<file path="src/shared/afc_consts.svh">
// Offsets, field positions, reset values and timing figures of the fan controller.
`ifndef AFC_CONSTS_SVH
`define AFC_CONSTS_SVH
`define AFC_CLK_HZ        20000000
`define AFC_OFF_CFG1      8'h00
`define AFC_OFF_CFG2      8'h01
`define AFC_OFF_STS1      8'h02
`define AFC_OFF_STS2      8'h03
`define AFC_OFF_LOC_HI    8'h14
`define AFC_OFF_LOC_LO    8'h15
`define AFC_OFF_LOC_TH    8'h16
`define AFC_OFF_REM_HI    8'h17
`define AFC_OFF_REM_LO    8'h18
`define AFC_OFF_REM_TH    8'h19
`define AFC_OFF_TRAITS    8'h20
`define AFC_OFF_SPEED     8'h22
`define AFC_OFF_LOC_TP    8'h24
`define AFC_OFF_REM_TP    8'h25
`define AFC_RST_CFG1      8'h80
`define AFC_RST_CFG2      8'h03
`define AFC_RST_TRAITS    8'h1d
`define AFC_RST_SPEED     8'h05
`define AFC_RST_LOC_TP    8'h42
`define AFC_RST_REM_TP    8'h62
`define AFC_RST_HI        8'h46
`define AFC_RST_LO        8'h00
`define AFC_RST_TH        8'h50
`define AFC_CFG1_AUTO     7
`define AFC_CFG1_SEL_HI   6
`define AFC_CFG1_SEL_LO   5
`define AFC_S1_ALARM      0
`define AFC_S1_FAULT      1
`define AFC_S1_REM_HI     2
`define AFC_S1_REM_LO     3
`define AFC_S1_REM_TH     4
`define AFC_S1_DIODE      5
`define AFC_S1_LOC_HI     6
`define AFC_S1_LOC_LO     7
`define AFC_S2_LOC_TH     6
`define AFC_S2_PIN        7
`define AFC_HYST_C        5
`define AFC_TMIN_STEP_SH  2
`define AFC_DUTY_FULL     4'hf
`define AFC_PWM_SLOTS     15
`define AFC_MS_CYCLES     (`AFC_CLK_HZ / 1000)
`define AFC_SPIN_MS_0     200
`define AFC_SPIN_MS_1     400
`define AFC_SPIN_MS_2     600
`define AFC_SPIN_MS_3     800
`define AFC_SPIN_MS_4     1000
`define AFC_SPIN_MS_5     2000
`define AFC_SPIN_MS_6     4000
`define AFC_SPIN_MS_7     8000
`define AFC_PWM_DHZ_0     117
`define AFC_PWM_DHZ_1     156
`define AFC_PWM_DHZ_2     234
`define AFC_PWM_DHZ_3     312
`define AFC_PWM_DHZ_4     375
`define AFC_PWM_DHZ_5     469
`define AFC_PWM_DHZ_6     625
`define AFC_PWM_DHZ_7     935
`endif

</file>
<file path="src/shared/afc_pkg.sv">
// Types shared by the fan controller and its bench.
package afc_pkg;
    typedef struct packed {
        logic       valid;
        logic [7:0] value;
    } afc_temp_t;
    typedef enum logic [2:0] {
        AFC_FAN_OFF  = 3'b001,
        AFC_FAN_SPIN = 3'b010,
        AFC_FAN_RUN  = 3'b100
    } afc_fan_state_t;
endpackage

</file>
<file path="src/hdl/afc_fan_ctrl.sv">
// Automatic fan control, status flags, alert and over-temperature outputs.
//
// Overview of operation
// - Status-one read clears alarm and fault flags.
// - Alarm flag re-sets only after leaving alarm.
// - Fan fault flag sets on every tach failure.
// - Remote limit flags: set, read-clear, re-set.
// - Local limit flags in bits 6 and 7.
// - Remote over-temperature flag, read clears it.
// - Power-up diode error flag, reads never clear it.
// - Local over-temperature flag in status two.
// - External low on overtemp pin sets flag.
// - Over-temperature drives alert and overtemp low.
// - Status read releases the alert output.
// - Overtemp stays low until 5 below limit.
// - Alert re-arms only 5 below limit.
// - Auto and software duty modes.
// - Fan off below turn-on, then minimum duty.
// - Spin-up at full duty before computed duty.
// - Three-bit spin-up time select, 200ms-8s.
// - Duty rises along range, full at end.
// - Fan stays on until 5 below turn-on.
// - Turn-on in 4 degree steps, shifts curve.
// - Config bit 7 selects auto, default on.
// - Channel select: remote alone, local alone or larger duty.
// - Duty codes of fifteen steps, 15 full.
// - Four-bit minimum duty, default code 5.
// - Turn-on bits 7:3, range bits 2:0.
// - Cleared enable masks flags and alert.
`timescale 1ns/1ps
`include "afc_consts.svh"

module afc_fan_ctrl #(
    parameter int unsigned MS_CYCLES = `AFC_MS_CYCLES
) (
    // Clock and reset
    input  wire  logic                 clk_sys,
    input  wire  logic                 rst_n,
    // Register port of the serial bus engine
    input  wire  logic [7:0]           reg_addr,
    input  wire  logic                 reg_wr,
    input  wire  logic [7:0]           reg_wdata,
    input  wire  logic                 reg_rd,
    output logic       [7:0]           reg_rdata,
    // Temperature results
    input  wire  afc_pkg::afc_temp_t   loc_temp,
    input  wire  afc_pkg::afc_temp_t   rem_temp,
    // Fan and diode status
    input  wire  logic                 alarm_speed,
    input  wire  logic                 tach_fail,
    input  wire  logic                 diode_fault,
    // Pins
    output logic                       pwm_out,
    output logic                       alert_n,
    input  wire  logic                 overtemp_n_i,
    output logic                       overtemp_n_o,
    output logic                       overtemp_n_oe
);
    // Channel 0 is local, channel 1 is remote.
    logic [7:0] cfg1_r;
    logic [7:0] cfg2_r;
    logic [7:0] traits_r;
    logic [7:0] speed_r;
    logic [7:0] tparam_r [2];
    logic [7:0] lim_hi_r [2];
    logic [7:0] lim_lo_r [2];
    logic [7:0] lim_th_r [2];
    logic [7:0] sts1_r;
    logic [7:0] sts2_r;
    logic [7:0] sts1_set;
    logic [7:0] sts2_set;
    logic       rd_sts1;
    logic       rd_sts2;
    afc_pkg::afc_temp_t ch_temp [2];
    logic       act_r    [2];
    logic       on_r     [2];
    logic [3:0] duty_r   [2];
    logic       hi_ev    [2];
    logic       lo_ev    [2];
    logic       th_ev    [2];
    logic       alarm_q_r;
    logic       ext_low_q_r;
    logic       ext_low;
    logic       strap_done_r;
    logic [3:0] demand;
    logic [3:0] duty_out_r;
    afc_pkg::afc_fan_state_t fan_st_r;
    afc_pkg::afc_fan_state_t fan_st_nxt;
    logic [14:0] pre_cnt_r;
    logic [12:0] ms_cnt_r;
    logic        ms_tick;
    logic        spin_done;
    logic [16:0] slot_cnt_r;
    logic [3:0]  phase_r;
    logic [7:0]  rdata_nxt;

    function automatic logic [3:0] chan_duty(input logic [7:0] temp,
                                             input logic [7:0] tp,
                                             input logic [3:0] min_code,
                                             input logic       on);
        logic signed [9:0] diff;
        logic        [9:0] steps;
        logic        [2:0] rng;
        logic        [9:0] sum;
        diff  = $signed({{2{temp[7]}}, temp}) -
                $signed({3'h0, tp[7:3], 2'h0});
        rng   = (tp[2:0] > 3'h4) ? 3'h4 : tp[2:0];
        steps = 10'(unsigned'(diff) << 1) >> rng;
        sum   = {6'h0, min_code} + steps;
        if (!on) begin
            chan_duty = 4'h0;
        end else if (diff <= 10'sd0) begin
            chan_duty = min_code;
        end else if (sum >= {6'h0, `AFC_DUTY_FULL}) begin
            chan_duty = `AFC_DUTY_FULL;
        end else begin
            chan_duty = sum[3:0];
        end
    endfunction

    function automatic logic [12:0] spin_ms(input logic [2:0] code);
        unique case (code)
            3'h0: spin_ms = 13'(`AFC_SPIN_MS_0);
            3'h1: spin_ms = 13'(`AFC_SPIN_MS_1);
            3'h2: spin_ms = 13'(`AFC_SPIN_MS_2);
            3'h3: spin_ms = 13'(`AFC_SPIN_MS_3);
            3'h4: spin_ms = 13'(`AFC_SPIN_MS_4);
            3'h5: spin_ms = 13'(`AFC_SPIN_MS_5);
            3'h6: spin_ms = 13'(`AFC_SPIN_MS_6);
            3'h7: spin_ms = 13'(`AFC_SPIN_MS_7);
        endcase
    endfunction

    function automatic logic [16:0] slot_len(input logic [2:0] code);
        unique case (code)
            3'h0: slot_len = 17'(MS_CYCLES * 10000 / (`AFC_PWM_DHZ_0 * `AFC_PWM_SLOTS));
            3'h1: slot_len = 17'(MS_CYCLES * 10000 / (`AFC_PWM_DHZ_1 * `AFC_PWM_SLOTS));
            3'h2: slot_len = 17'(MS_CYCLES * 10000 / (`AFC_PWM_DHZ_2 * `AFC_PWM_SLOTS));
            3'h3: slot_len = 17'(MS_CYCLES * 10000 / (`AFC_PWM_DHZ_3 * `AFC_PWM_SLOTS));
            3'h4: slot_len = 17'(MS_CYCLES * 10000 / (`AFC_PWM_DHZ_4 * `AFC_PWM_SLOTS));
            3'h5: slot_len = 17'(MS_CYCLES * 10000 / (`AFC_PWM_DHZ_5 * `AFC_PWM_SLOTS));
            3'h6: slot_len = 17'(MS_CYCLES * 10000 / (`AFC_PWM_DHZ_6 * `AFC_PWM_SLOTS));
            3'h7: slot_len = 17'(MS_CYCLES * 10000 / (`AFC_PWM_DHZ_7 * `AFC_PWM_SLOTS));
        endcase
    endfunction

    assign ch_temp[0] = loc_temp;
    assign ch_temp[1] = rem_temp;
    assign rd_sts1    = reg_rd && (reg_addr == `AFC_OFF_STS1);
    assign rd_sts2    = reg_rd && (reg_addr == `AFC_OFF_STS2);

    // Register writes; status registers ignore writes.
    always_ff @(posedge clk_sys or negedge rst_n) begin
        if (!rst_n) begin
            cfg1_r      <= `AFC_RST_CFG1;
            cfg2_r      <= `AFC_RST_CFG2;
            traits_r    <= `AFC_RST_TRAITS;
            speed_r     <= `AFC_RST_SPEED;
            tparam_r[0] <= `AFC_RST_LOC_TP;
            tparam_r[1] <= `AFC_RST_REM_TP;
            lim_hi_r[0] <= `AFC_RST_HI;
            lim_hi_r[1] <= `AFC_RST_HI;
            lim_lo_r[0] <= `AFC_RST_LO;
            lim_lo_r[1] <= `AFC_RST_LO;
            lim_th_r[0] <= `AFC_RST_TH;
            lim_th_r[1] <= `AFC_RST_TH;
        end else if (reg_wr) begin
            case (reg_addr)
                `AFC_OFF_CFG1:   cfg1_r      <= reg_wdata;
                `AFC_OFF_CFG2:   cfg2_r      <= reg_wdata;
                `AFC_OFF_TRAITS: traits_r    <= reg_wdata;
                `AFC_OFF_SPEED:  speed_r     <= {4'h0, reg_wdata[3:0]};
                `AFC_OFF_LOC_TP: tparam_r[0] <= reg_wdata;
                `AFC_OFF_REM_TP: tparam_r[1] <= reg_wdata;
                `AFC_OFF_LOC_HI: lim_hi_r[0] <= reg_wdata;
                `AFC_OFF_REM_HI: lim_hi_r[1] <= reg_wdata;
                `AFC_OFF_LOC_LO: lim_lo_r[0] <= reg_wdata;
                `AFC_OFF_REM_LO: lim_lo_r[1] <= reg_wdata;
                `AFC_OFF_LOC_TH: lim_th_r[0] <= reg_wdata;
                `AFC_OFF_REM_TH: lim_th_r[1] <= reg_wdata;
                default: ;
            endcase
        end
    end

    // Per-channel limit checks, over-temperature state and auto duty.
    for (genvar c = 0; c < 2; c++) begin : g_chan
        logic signed [7:0] t;
        logic signed [8:0] th_rel;
        assign t      = $signed(ch_temp[c].value);
        assign th_rel = $signed({lim_th_r[c][7], lim_th_r[c]}) - 9'sd`AFC_HYST_C;
        // Limit events only on a fresh result, gated by the channel enable.
        assign hi_ev[c] = ch_temp[c].valid && cfg2_r[c] &&
                          (t > $signed(lim_hi_r[c]));
        assign lo_ev[c] = ch_temp[c].valid && cfg2_r[c] &&
                          (t < $signed(lim_lo_r[c]));
        // Flag only on entry, so the alert is not re-armed until the state drops.
        assign th_ev[c] = ch_temp[c].valid && cfg2_r[c] && !act_r[c] &&
                          (t > $signed(lim_th_r[c]));

        always_ff @(posedge clk_sys or negedge rst_n) begin
            if (!rst_n) begin
                act_r[c] <= 1'b0;
            end else if (ch_temp[c].valid) begin
                if (t > $signed(lim_th_r[c])) begin
                    act_r[c] <= 1'b1;
                end else if ($signed({t[7], t}) <= th_rel) begin
                    act_r[c] <= 1'b0;
                end
            end
        end

        always_ff @(posedge clk_sys or negedge rst_n) begin
            if (!rst_n) begin
                on_r[c]   <= 1'b0;
                duty_r[c] <= 4'h0;
            end else if (ch_temp[c].valid) begin
                if ($signed({t[7], t}) > $signed({1'b0, tparam_r[c][7:3], 3'h0}) >>> 1) begin
                    on_r[c]   <= 1'b1;
                    duty_r[c] <= chan_duty(ch_temp[c].value, tparam_r[c],
                                           speed_r[3:0], 1'b1);
                end else if ($signed({t[7], t}) <=
                             $signed({1'b0, tparam_r[c][7:3], 2'h0}) - 9'sd`AFC_HYST_C) begin
                    on_r[c]   <= 1'b0;
                    duty_r[c] <= 4'h0;
                end else begin
                    duty_r[c] <= chan_duty(ch_temp[c].value, tparam_r[c],
                                           speed_r[3:0], on_r[c]);
                end
            end
        end
    end

    // Status event collection.
    assign ext_low = !overtemp_n_i && !overtemp_n_oe;
    always_comb begin
        sts1_set                = 8'h00;
        sts1_set[`AFC_S1_ALARM]  = alarm_speed && !alarm_q_r;
        sts1_set[`AFC_S1_FAULT]  = tach_fail;
        sts1_set[`AFC_S1_REM_HI] = hi_ev[1];
        sts1_set[`AFC_S1_REM_LO] = lo_ev[1];
        sts1_set[`AFC_S1_REM_TH] = th_ev[1];
        sts1_set[`AFC_S1_DIODE]  = !strap_done_r && diode_fault;
        sts1_set[`AFC_S1_LOC_HI] = hi_ev[0];
        sts1_set[`AFC_S1_LOC_LO] = lo_ev[0];
        sts2_set                = 8'h00;
        sts2_set[`AFC_S2_LOC_TH] = th_ev[0];
        sts2_set[`AFC_S2_PIN]    = ext_low && !ext_low_q_r;
    end

    always_ff @(posedge clk_sys or negedge rst_n) begin
        if (!rst_n) begin
            alarm_q_r    <= 1'b0;
            ext_low_q_r  <= 1'b0;
            strap_done_r <= 1'b0;
        end else begin
            alarm_q_r    <= alarm_speed;
            ext_low_q_r  <= ext_low;
            strap_done_r <= 1'b1;
        end
    end

    // A set in the same cycle as the clearing read wins.
    always_ff @(posedge clk_sys or negedge rst_n) begin
        if (!rst_n) begin
            sts1_r <= 8'h00;
        end else if (rd_sts1) begin
            sts1_r <= (sts1_r & (8'h01 << `AFC_S1_DIODE)) | sts1_set;
        end else begin
            sts1_r <= sts1_r | sts1_set;
        end
    end

    always_ff @(posedge clk_sys or negedge rst_n) begin
        if (!rst_n) begin
            sts2_r <= 8'h00;
        end else if (rd_sts2) begin
            sts2_r <= sts2_set;
        end else begin
            sts2_r <= sts2_r | sts2_set;
        end
    end

    // The diode flag cannot be cleared by a read, so it is kept off the alert to avoid a stuck line.
    always_ff @(posedge clk_sys or negedge rst_n) begin
        if (!rst_n) begin
            alert_n       <= 1'b1;
            overtemp_n_oe <= 1'b0;
        end else begin
            alert_n       <= !(|(sts1_r & ~(8'h01 << `AFC_S1_DIODE)) ||
                               sts2_r[`AFC_S2_LOC_TH]);
            overtemp_n_oe <= act_r[0] || act_r[1];
        end
    end
    assign overtemp_n_o = 1'b0;

    // Duty demand: auto selection, or the software nibble when auto is off.
    always_comb begin
        demand = speed_r[3:0];
        if (cfg1_r[`AFC_CFG1_AUTO]) begin
            unique case ({cfg1_r[`AFC_CFG1_SEL_HI], cfg1_r[`AFC_CFG1_SEL_LO]})
                2'b00: demand = duty_r[1];
                2'b01: demand = duty_r[0];
                2'b10,
                2'b11: demand = (duty_r[0] > duty_r[1]) ? duty_r[0] : duty_r[1];
            endcase
            if (ext_low) begin
                demand = `AFC_DUTY_FULL;
            end
        end
    end

    // Millisecond tick for spin-up timing.
    assign ms_tick   = (pre_cnt_r == 15'(MS_CYCLES - 1));
    assign spin_done = ms_tick && (ms_cnt_r == spin_ms(traits_r[2:0]) - 13'h1);

    always_ff @(posedge clk_sys or negedge rst_n) begin
        if (!rst_n) begin
            pre_cnt_r <= 15'h0000;
            ms_cnt_r  <= 13'h0000;
        end else if (fan_st_r != afc_pkg::AFC_FAN_SPIN) begin
            pre_cnt_r <= 15'h0000;
            ms_cnt_r  <= 13'h0000;
        end else if (ms_tick) begin
            pre_cnt_r <= 15'h0000;
            ms_cnt_r  <= ms_cnt_r + 13'h0001;
        end else begin
            pre_cnt_r <= pre_cnt_r + 15'h0001;
        end
    end

    always_comb begin
        fan_st_nxt = fan_st_r;
        unique case (fan_st_r)
            afc_pkg::AFC_FAN_OFF: begin
                if (demand != 4'h0) begin
                    fan_st_nxt = afc_pkg::AFC_FAN_SPIN;
                end
            end
            afc_pkg::AFC_FAN_SPIN: begin
                if (demand == 4'h0) begin
                    fan_st_nxt = afc_pkg::AFC_FAN_OFF;
                end else if (spin_done) begin
                    fan_st_nxt = afc_pkg::AFC_FAN_RUN;
                end
            end
            afc_pkg::AFC_FAN_RUN: begin
                if (demand == 4'h0) begin
                    fan_st_nxt = afc_pkg::AFC_FAN_OFF;
                end
            end
            default: fan_st_nxt = afc_pkg::AFC_FAN_OFF;
        endcase
    end

    always_ff @(posedge clk_sys or negedge rst_n) begin
        if (!rst_n) begin
            fan_st_r   <= afc_pkg::AFC_FAN_OFF;
            duty_out_r <= 4'h0;
        end else begin
            fan_st_r <= fan_st_nxt;
            if (fan_st_nxt == afc_pkg::AFC_FAN_SPIN) begin
                duty_out_r <= `AFC_DUTY_FULL;
            end else if (fan_st_nxt == afc_pkg::AFC_FAN_RUN) begin
                duty_out_r <= demand;
            end else begin
                duty_out_r <= 4'h0;
            end
        end
    end

    // PWM: fifteen slots a period, so code 15 holds the output high.
    always_ff @(posedge clk_sys or negedge rst_n) begin
        if (!rst_n) begin
            slot_cnt_r <= 17'h00000;
            phase_r    <= 4'h0;
            pwm_out    <= 1'b0;
        end else begin
            if (slot_cnt_r >= slot_len(traits_r[5:3]) - 17'h00001) begin
                slot_cnt_r <= 17'h00000;
                phase_r    <= (phase_r == 4'(`AFC_PWM_SLOTS - 1)) ? 4'h0 : phase_r + 4'h1;
            end else begin
                slot_cnt_r <= slot_cnt_r + 17'h00001;
            end
            pwm_out <= (phase_r < duty_out_r);
        end
    end

    // Register reads, one cycle after the strobe; unmapped offsets read zero.
    always_comb begin
        unique case (reg_addr)
            `AFC_OFF_CFG1:   rdata_nxt = cfg1_r;
            `AFC_OFF_CFG2:   rdata_nxt = cfg2_r;
            `AFC_OFF_STS1:   rdata_nxt = sts1_r;
            `AFC_OFF_STS2:   rdata_nxt = sts2_r;
            `AFC_OFF_TRAITS: rdata_nxt = traits_r;
            `AFC_OFF_SPEED:  rdata_nxt = speed_r;
            `AFC_OFF_LOC_TP: rdata_nxt = tparam_r[0];
            `AFC_OFF_REM_TP: rdata_nxt = tparam_r[1];
            `AFC_OFF_LOC_HI: rdata_nxt = lim_hi_r[0];
            `AFC_OFF_REM_HI: rdata_nxt = lim_hi_r[1];
            `AFC_OFF_LOC_LO: rdata_nxt = lim_lo_r[0];
            `AFC_OFF_REM_LO: rdata_nxt = lim_lo_r[1];
            `AFC_OFF_LOC_TH: rdata_nxt = lim_th_r[0];
            `AFC_OFF_REM_TH: rdata_nxt = lim_th_r[1];
            default:         rdata_nxt = 8'h00;
        endcase
    end

    always_ff @(posedge clk_sys or negedge rst_n) begin
        if (!rst_n) begin
            reg_rdata <= 8'h00;
        end else if (reg_rd) begin
            reg_rdata <= rdata_nxt;
        end
    end
endmodule

</file>
<file path="config.mk">
export PLATFORM = sky130hd
export DESIGN_NAME = afc_fan_ctrl
export DESIGN_NICKNAME = d
export VERILOG_FILES = /design/src/shared/afc_pkg.sv /design/src/hdl/afc_fan_ctrl.sv
export VERILOG_INCLUDE_DIRS = /design/src /design/src/shared
export SDC_FILE = /design/constraint.sdc
export NUM_CORES = 1
export LEC_CHECK = 0
export BUFFER_PORTS_ARGS = -buffer_cell sky130_fd_sc_hd__buf_2
export CORE_ASPECT_RATIO = 1.75
export CORE_MARGIN = 2
export CORE_UTILIZATION = 55
export DETAILED_ROUTE_END_ITERATION = 16
export PLACE_DENSITY = 0.72
export REMOVE_ABC_BUFFERS = 1
export SYNTH_ARGS = -nofsm -noshare
export SYNTH_HDL_FRONTEND = slang
export SYNTH_SLANG_ARGS = --single-unit
</file>
<file path="constraint.sdc">
create_clock -name clk_sys -period 9.9 [get_ports clk_sys]
set_input_delay 0.495 -clock clk_sys [delete_from_list [all_inputs] [get_ports clk_sys]]
set_output_delay 0.495 -clock clk_sys [all_outputs]
set_load 0.01 [all_outputs]
</file>
# After elaboration in Yosys (flattened, before gate mapping)
# Memory sizes are Yosys's and may differ from the RTL's.
# Cells that the tools add are included.
[word_totals] wordCells=194 n_memories=2 inputBits=42 mem_bits_ro=216 mem_bits_rw=0 latchBits=0 output_inout_bits=12 register_bits=190
[mem_list] name="(name not given)" words=8 word_bits=17 read_ports=1 rd_clocked_by_memory_dff=0 wr=0 line="afc_fan_ctrl.sv:135" rtl="unique case (code)"
[mem_list] name="(name not given)" words=8 word_bits=10 read_ports=1 rd_clocked_by_memory_dff=0 wr=0 line="afc_fan_ctrl.sv:122" rtl="unique case (code)"
[classes] mul=0 n_eq_ne=25 addsub=14 reduce_logical=54 n_shift=2 n_div=0 mux=40 magnitude_cmp=21 n_bitwise=3
[op_table] op="$pmux 8 s14" n=1
[op_table] op="$mux 4" n=16
[op_table] op="$eq 8x5->1 const B" n=6
[op_table] op="$gt 8x8->1" n=6
[op_table] op="$eq 8x6->1 const B" n=4
[op_table] op="$reduce_and 2->1" n=16
[op_table] op="$mux 15" n=2
[op_table] op="$mux 13" n=2
[op_table] op="$add 4x10->10" n=2
[op_table] op="$ge 10x4->1 const B" n=2
[op_table] op="$shr 10x3->10" n=2
[op_table] op="$le 8x9->1" n=2
[op_table] op="$le 9x1->1 const B" n=2
[op_table] op="$mux 3" n=6
[op_table] op="$sub 8x4->9 const B" n=2
[op_table] op="$sub 8x8->9" n=2
[op_table] op="$add 17x1->17 const B" n=1
[op_table] op="$ge 17x17->1" n=1
[op_table] op="$logic_and 1x1->1" n=17
[op_table] op="$mux 17" n=1
[op_table] op="$sub 17x1->17 const B" n=1
[op_table] op="$eq 8x2->1 const B" n=2
[op_table] op="$le 8x8->1" n=2
[op_table] op="$lt 8x8->1" n=2
[op_table] op="33 further kinds" n=59

# Depth between registers and ports, before layout
[logic_depth] word_depth=11 ltp_mapped=17 ltp_nobuf=17

# Worst setup path before layout
# OpenSTA, ideal clock, no wires.
[synth_path] kind="register to register" from="register traits_r[4]" to="register slot_cnt_r[10]" required_ps=9779 path_slack_ps=6367 synth_period_minus_slack_ps=3533 path_stages_with_launch=18 setup_time_ps=121 t_arrival_ps=3412 n_path_buf=2 cell_sequence="dfstp_2 -> inv_1 -> ha_1 -> mux2i_1 -> ha_1 -> nand2_1 -> nor2_1 -> nand4_1 -> xnor2_1 -> ha_1 -> o21a_1 -> o211ai_1 -> o211ai_1 -> a21oi_1 -> o31ai_1 -> clkbuf_1 -> buf_2 -> nor2_1"
[synth_between] elab_chain_cells=4
[synth_rtl] item="from (decl)" line="afc_fan_ctrl.sv:62" rtl="logic [7:0] traits_r;"
[synth_rtl] item="from (signal assigned)" line="afc_fan_ctrl.sv:157" rtl="traits_r <= `AFC_RST_TRAITS;"
[synth_rtl] item="from (signal assigned)" line="afc_fan_ctrl.sv:171" rtl="`AFC_OFF_TRAITS: traits_r <= reg_wdata;"
[synth_rtl] item="$mem_v2 8x17"
[synth_rtl] item="$sub 17x1->17" line="afc_fan_ctrl.sv:379" rtl="if (slot_cnt_r >= slot_len(traits_r[5:3]) - 17'h00001) begin"
[synth_rtl] item="$ge 17x17->1" line="afc_fan_ctrl.sv:379"
[synth_rtl] item="$mux 17" line="afc_fan_ctrl.sv:379"
[synth_rtl] item="to (signal assigned)" line="afc_fan_ctrl.sv:383" rtl="slot_cnt_r <= slot_cnt_r + 17'h00001;"
[synth_rtl] item="to (decl)" line="afc_fan_ctrl.sv:93" rtl="logic [16:0] slot_cnt_r;"
# Every way passes these cells.
# A chain may end at the register's enable or synchronous reset.

# Final worst setup path
[layout_path] from="register tparam_r[12] (netlist name)" to="register duty_r[7] (netlist name)"
[layout_between] elab_chain_cells=9 word_cells_on_any_way=13 classes_between="add/sub (3); order compare (4); shift (1); mux (5)"
[layout_rtl] item="from (decl)" line="afc_fan_ctrl.sv:64" rtl="logic [7:0] tparam_r [2];"
[layout_rtl] item="$sub 8x8->9" line="afc_fan_ctrl.sv:105" rtl="diff = $signed({{2{temp[7]}}, temp}) -"
[layout_rtl] item="$shr 10x3->10" line="afc_fan_ctrl.sv:108" rtl="steps = 10'(unsigned'(diff) << 1) >> rng;"
[layout_rtl] item="$add 4x10->10" line="afc_fan_ctrl.sv:109" rtl="sum = {6'h0, min_code} + steps;"
[layout_rtl] item="$ge 10x4->1" line="afc_fan_ctrl.sv:114" rtl="end else if (sum >= {6'h0, `AFC_DUTY_FULL}) begin"
[layout_rtl] item="$mux 4" line="afc_fan_ctrl.sv:114"
[layout_rtl] item="$mux 4" line="afc_fan_ctrl.sv:112" rtl="end else if (diff <= 10'sd0) begin"
[layout_rtl] item="$mux 4" line="afc_fan_ctrl.sv:110" rtl="if (!on) begin"
[layout_rtl] item="$mux 4" line="afc_fan_ctrl.sv:222" rtl="end else if ($signed({t[7], t}) <="
[layout_rtl] item="$mux 4 (*)" line="afc_fan_ctrl.sv:218" rtl="if ($signed({t[7], t}) > $signed({1'b0, tparam_r[c][7:3], 3'h0}) >>> 1) begin"
[layout_rtl] item="to (signal, indexed assignment)" line="afc_fan_ctrl.sv:220" rtl="duty_r[c] <= chan_duty(ch_temp[c].value, tparam_r[c],"
[layout_rtl] item="to (signal, indexed assignment)" line="afc_fan_ctrl.sv:227" rtl="duty_r[c] <= chan_duty(ch_temp[c].value, tparam_r[c],"
[layout_rtl] item="to (decl)" line="afc_fan_ctrl.sv:77" rtl="logic [3:0] duty_r [2];"
# Every way passes the cells marked *; elsewhere a longest branch is shown, timed or not.

==> results.toml <==
[finish]
n_antenna_cell = 0
nets = 1613
fillers = 2096
syn_to_final_growth_pct = 8.009
stdcell_count = 1752
drive_gt1_share_pct = 15.72

[setup_path]
critPathLaunch = "tparam_r[12]$_DFFE_PN0P_"
critPathCapture = "duty_r[7]$_DFFE_PN0P_"
crit_family = "compound AO/OA/AOI/OAI gates"
rr_startpoint = "tparam_r[12]$_DFFE_PN0P_"
crit_type = "flop to flop"
crit_chain = "inv_1 > ha_1 > nor2b_1 > a21bo_2 > xnor2_1 > o21ai_0 > a21oi_1 > o21ai_0 > ha_1 > nand3_1 > o21a_1 > nor4_1 > nand2_1 > or3_1 > o22ai_1 > a32oi_1"
arrival_ns = 4.29
r2r_end = "duty_r[7]$_DFFE_PN0P_"
max_stage_delay_ns = 0.57
worst_setup_path_end_kind = "flop"
r2r_cells = 16
worst-path-stages = 16
r2r_slack_ns = 5.94
cp_slowest_cell = "dfrtp_1"
worst-path-buf-inv = 1
required_ns = 10.22
cp_max_fo = 6
cp-start-kind = "flop"

[power]
ir_drop_uv = 143.3
cellLeakagePower_nw = 6.514
power.density_nw_per_um2 = 133.9

[sta]
finClkSkew_ns = 0.01560
maxSlewHeadroom_pct = 29.27
fin_crit_sh_pct = 40.04
report.final.slew_viol_count = 0
final.setup.tns_ns = 0
setup_viol = 0
fmax_ghz = 0.2523
period_needed_ns = 3.964
worst_slew_pin_slew_ns = 1.047
rsz0062_at_grt = "no"
hold_violations = 0

[clock_network]
cts_sinks = 184
cts_tree = "built"
path_clk_slew_ns = 0.08
hold_buffers = 0
cts_root_buffer = "clkbuf_16"
postCtsResizedCells = 0
worstSkewPairLatency_ns = 0.47
cts_setup_buffers = 0
cts_max_path_buffers = 2
htreeDepth = 4
cts_buffers = 17

[yosys]
synth_most_common_cell = "dfrtp_1"
ys_seq_area_share_pct = 34.76
syn_area_per_cell_um2 = 9.516
synthFlopType = "dfrtp_1"
synthCells = 1402
ys_async_sr_fraction_pct = 100.0
yosys.area.top_type_share_pct = 29.64
synth_largest_area_cell = "dfrtp_1"
yosysUniqueCellTypes = 83
ys_warn_count = 0
synth_common_cells = "dfrtp_1 (158), ha_1 (136), nor2_1 (119)"
yosys-top-cells-area = "dfrtp_1 (30%), ha_1 (13%), mux2_2 (6.8%)"
synth_area_um2 = 13340
synth_seq_cells = 184
synth-edff-count = 0

[die]
die_height_um = 210.0
ios = 54
num_rows = 75
die-area_um2 = 25570
initial_core_util_pct = 55.75
coreArea_um2 = 23930
die_w_um = 121.7

[detailed_routing]
vias_per_cell = 6.176
ant_nets = 0
num_vias = 10820
wl_per_cell_um = 20.13
drt_iter0_markers = 692
routed_wl_um = 35270
route.detailed.drc = 0
firstDrtPassIters = 5

[global_route]
grt_max_degree = 70
grt_pass1_wl_um = 56510
grt_pass1_vias = 10976
antenna_found_initial = 0
grtUsageTotal_pct = 28.67
grt-ovfl-total = 0

[hold_path]
hp-class = "primary input to asynchronous set/reset pin"

[placed_design]
io_buffers = 52
hpwl_um = 27310
place_congestion = 0.9555
dp.cells = 1720

[status]
outcome = "completed"

[job]
drv_cap = 0
## area by class of cell
class / instances / area [um2] / area share, %
clock buffer: 18 / 429.2 / 2.978
clock inverter: 14 / 130.1 / 0.9030
inverter: 108 / 405.4 / 2.813
multi-input combinational: 1063 / 8117 / 56.33
sequential: 184 / 4637 / 32.18
tap: 308 / 385.4 / 2.674
timing repair buffer: 57 / 306.5 / 2.127
## where the power goes
| group | leakage, nW | internal (W) | total (W) | switching (W) |
|---|---|---|---|---|
| logic | 3.85 | 0.000174 | 0.000409 | 0.000235 |
| clock network | 0.271 | 0.000333 | 0.000664 | 0.000331 |
| registers | 2.39 | 0.000802 | 0.000856 | 0.0000532 |
## kinds of logic (layout without fill, tap and decap cells)
group           count (synthesis)  in the layout  share of synthesized area (%)
simple gates                  418            418                          16.08
compound gates                293            293                          14.50
flops                         184            184                          34.76
buf+inv                       155            197                          4.445
fa+ha+maj                     140            140                          13.35
mux                           126            126                          11.29
xor+xnor                       84             84                          5.514
other cells                     2              2                        0.05629
## stage by stage
stage | setup WS, ns | util (%) | power, W | area [um2] | hold WS [ns]
final | 5.936 | 60.22 | 0.001929 | 14410 | 0.02847
after floorplan | 5.459 | - | 0.001130 | 13150 | 0.1994
after detailed placement | 5.798 | 57.88 | 0.001276 | 13850 | 0.4218
after global placement | 5.924 | 57.88 | 0.001264 | 13850 | 0.4141
after global routing | 5.674 | 60.22 | 0.002031 | 14410 | 0.06471
after CTS | 5.948 | 60.22 | 0.001940 | 14410 | 0.04005
## layer usage
layer  part of all wire (%)  GRT usage, %  up-vias
li1                       -             -     5086
met1                     37         30.43     5315
met2                     53         52.25      301
met3                    3.8         4.410      118
met4                    6.3         17.68        0
met5                      0             0        -
## sequential cells by signal, summed over array words and instances, names as in the netlist, 13 cells and up
register,count
lim_hi_r,16
pre_cnt_r,15
lim_th_r,16
tparam_r,16
slot_cnt_r,17
lim_lo_r,16
ms_cnt_r,13
## cell usage in the layout (no fill, tap or decap), drive strengths merged, types with 6 or more instances in the layout
cell type and n:
a211oi 17, a21o 21, a21oi 63, a221oi 6, a22o 7, a22oi 18, a31oi 6, and2 6
and3 22, buf 56, clkbuf 19, dfrtp 158, dfstp 26, ha 136, inv 119, mux2 96
mux2i 20, mux4 10, nand2 79, nand2b 24, nand3 50, nand3b 7, nand4 24, nand4b 6
nor2 120, nor2b 27, nor3 19, nor4 6, o211ai 6, o21a 22, o21ai 72, o22ai 12
o31ai 6, or2 6, or3 8, xnor2 46, xor2 38
## worst register-to-register path, stage by stage, from the launching register on
cell     delay [ns]
dfrtp_1        0.57
inv_1          0.12
ha_1           0.33
nor2b_1        0.17
a21bo_2        0.25
xnor2_1        0.24
o21ai_0        0.15
a21oi_1        0.16
o21ai_0        0.10
ha_1           0.38
nand3_1        0.12
o21a_1         0.21
nor4_1         0.19
nand2_1        0.07
or3_1          0.32
o22ai_1        0.29
a32oi_1        0.15
## worst min path at each step
stage / cells past startpoint / endpoint / slack [ns]
final: 1 / ms_cnt_r[8]$_DFFE_PN0P_ / 0.03
after global routing: 1 / pre_cnt_r[8]$_DFF_PN0_ / 0.06
after detailed placement: 1 / sts1_r[0]$_DFF_PN0_ / 0.42
after floorplan: 0 / act_r[0]$_DFFE_PN0P_ / 0.20
after CTS: 1 / ms_cnt_r[8]$_DFFE_PN0P_ / 0.04
after global placement: 1 / sts1_r[0]$_DFF_PN0_ / 0.41
Power figures use the tool's default switching activity.
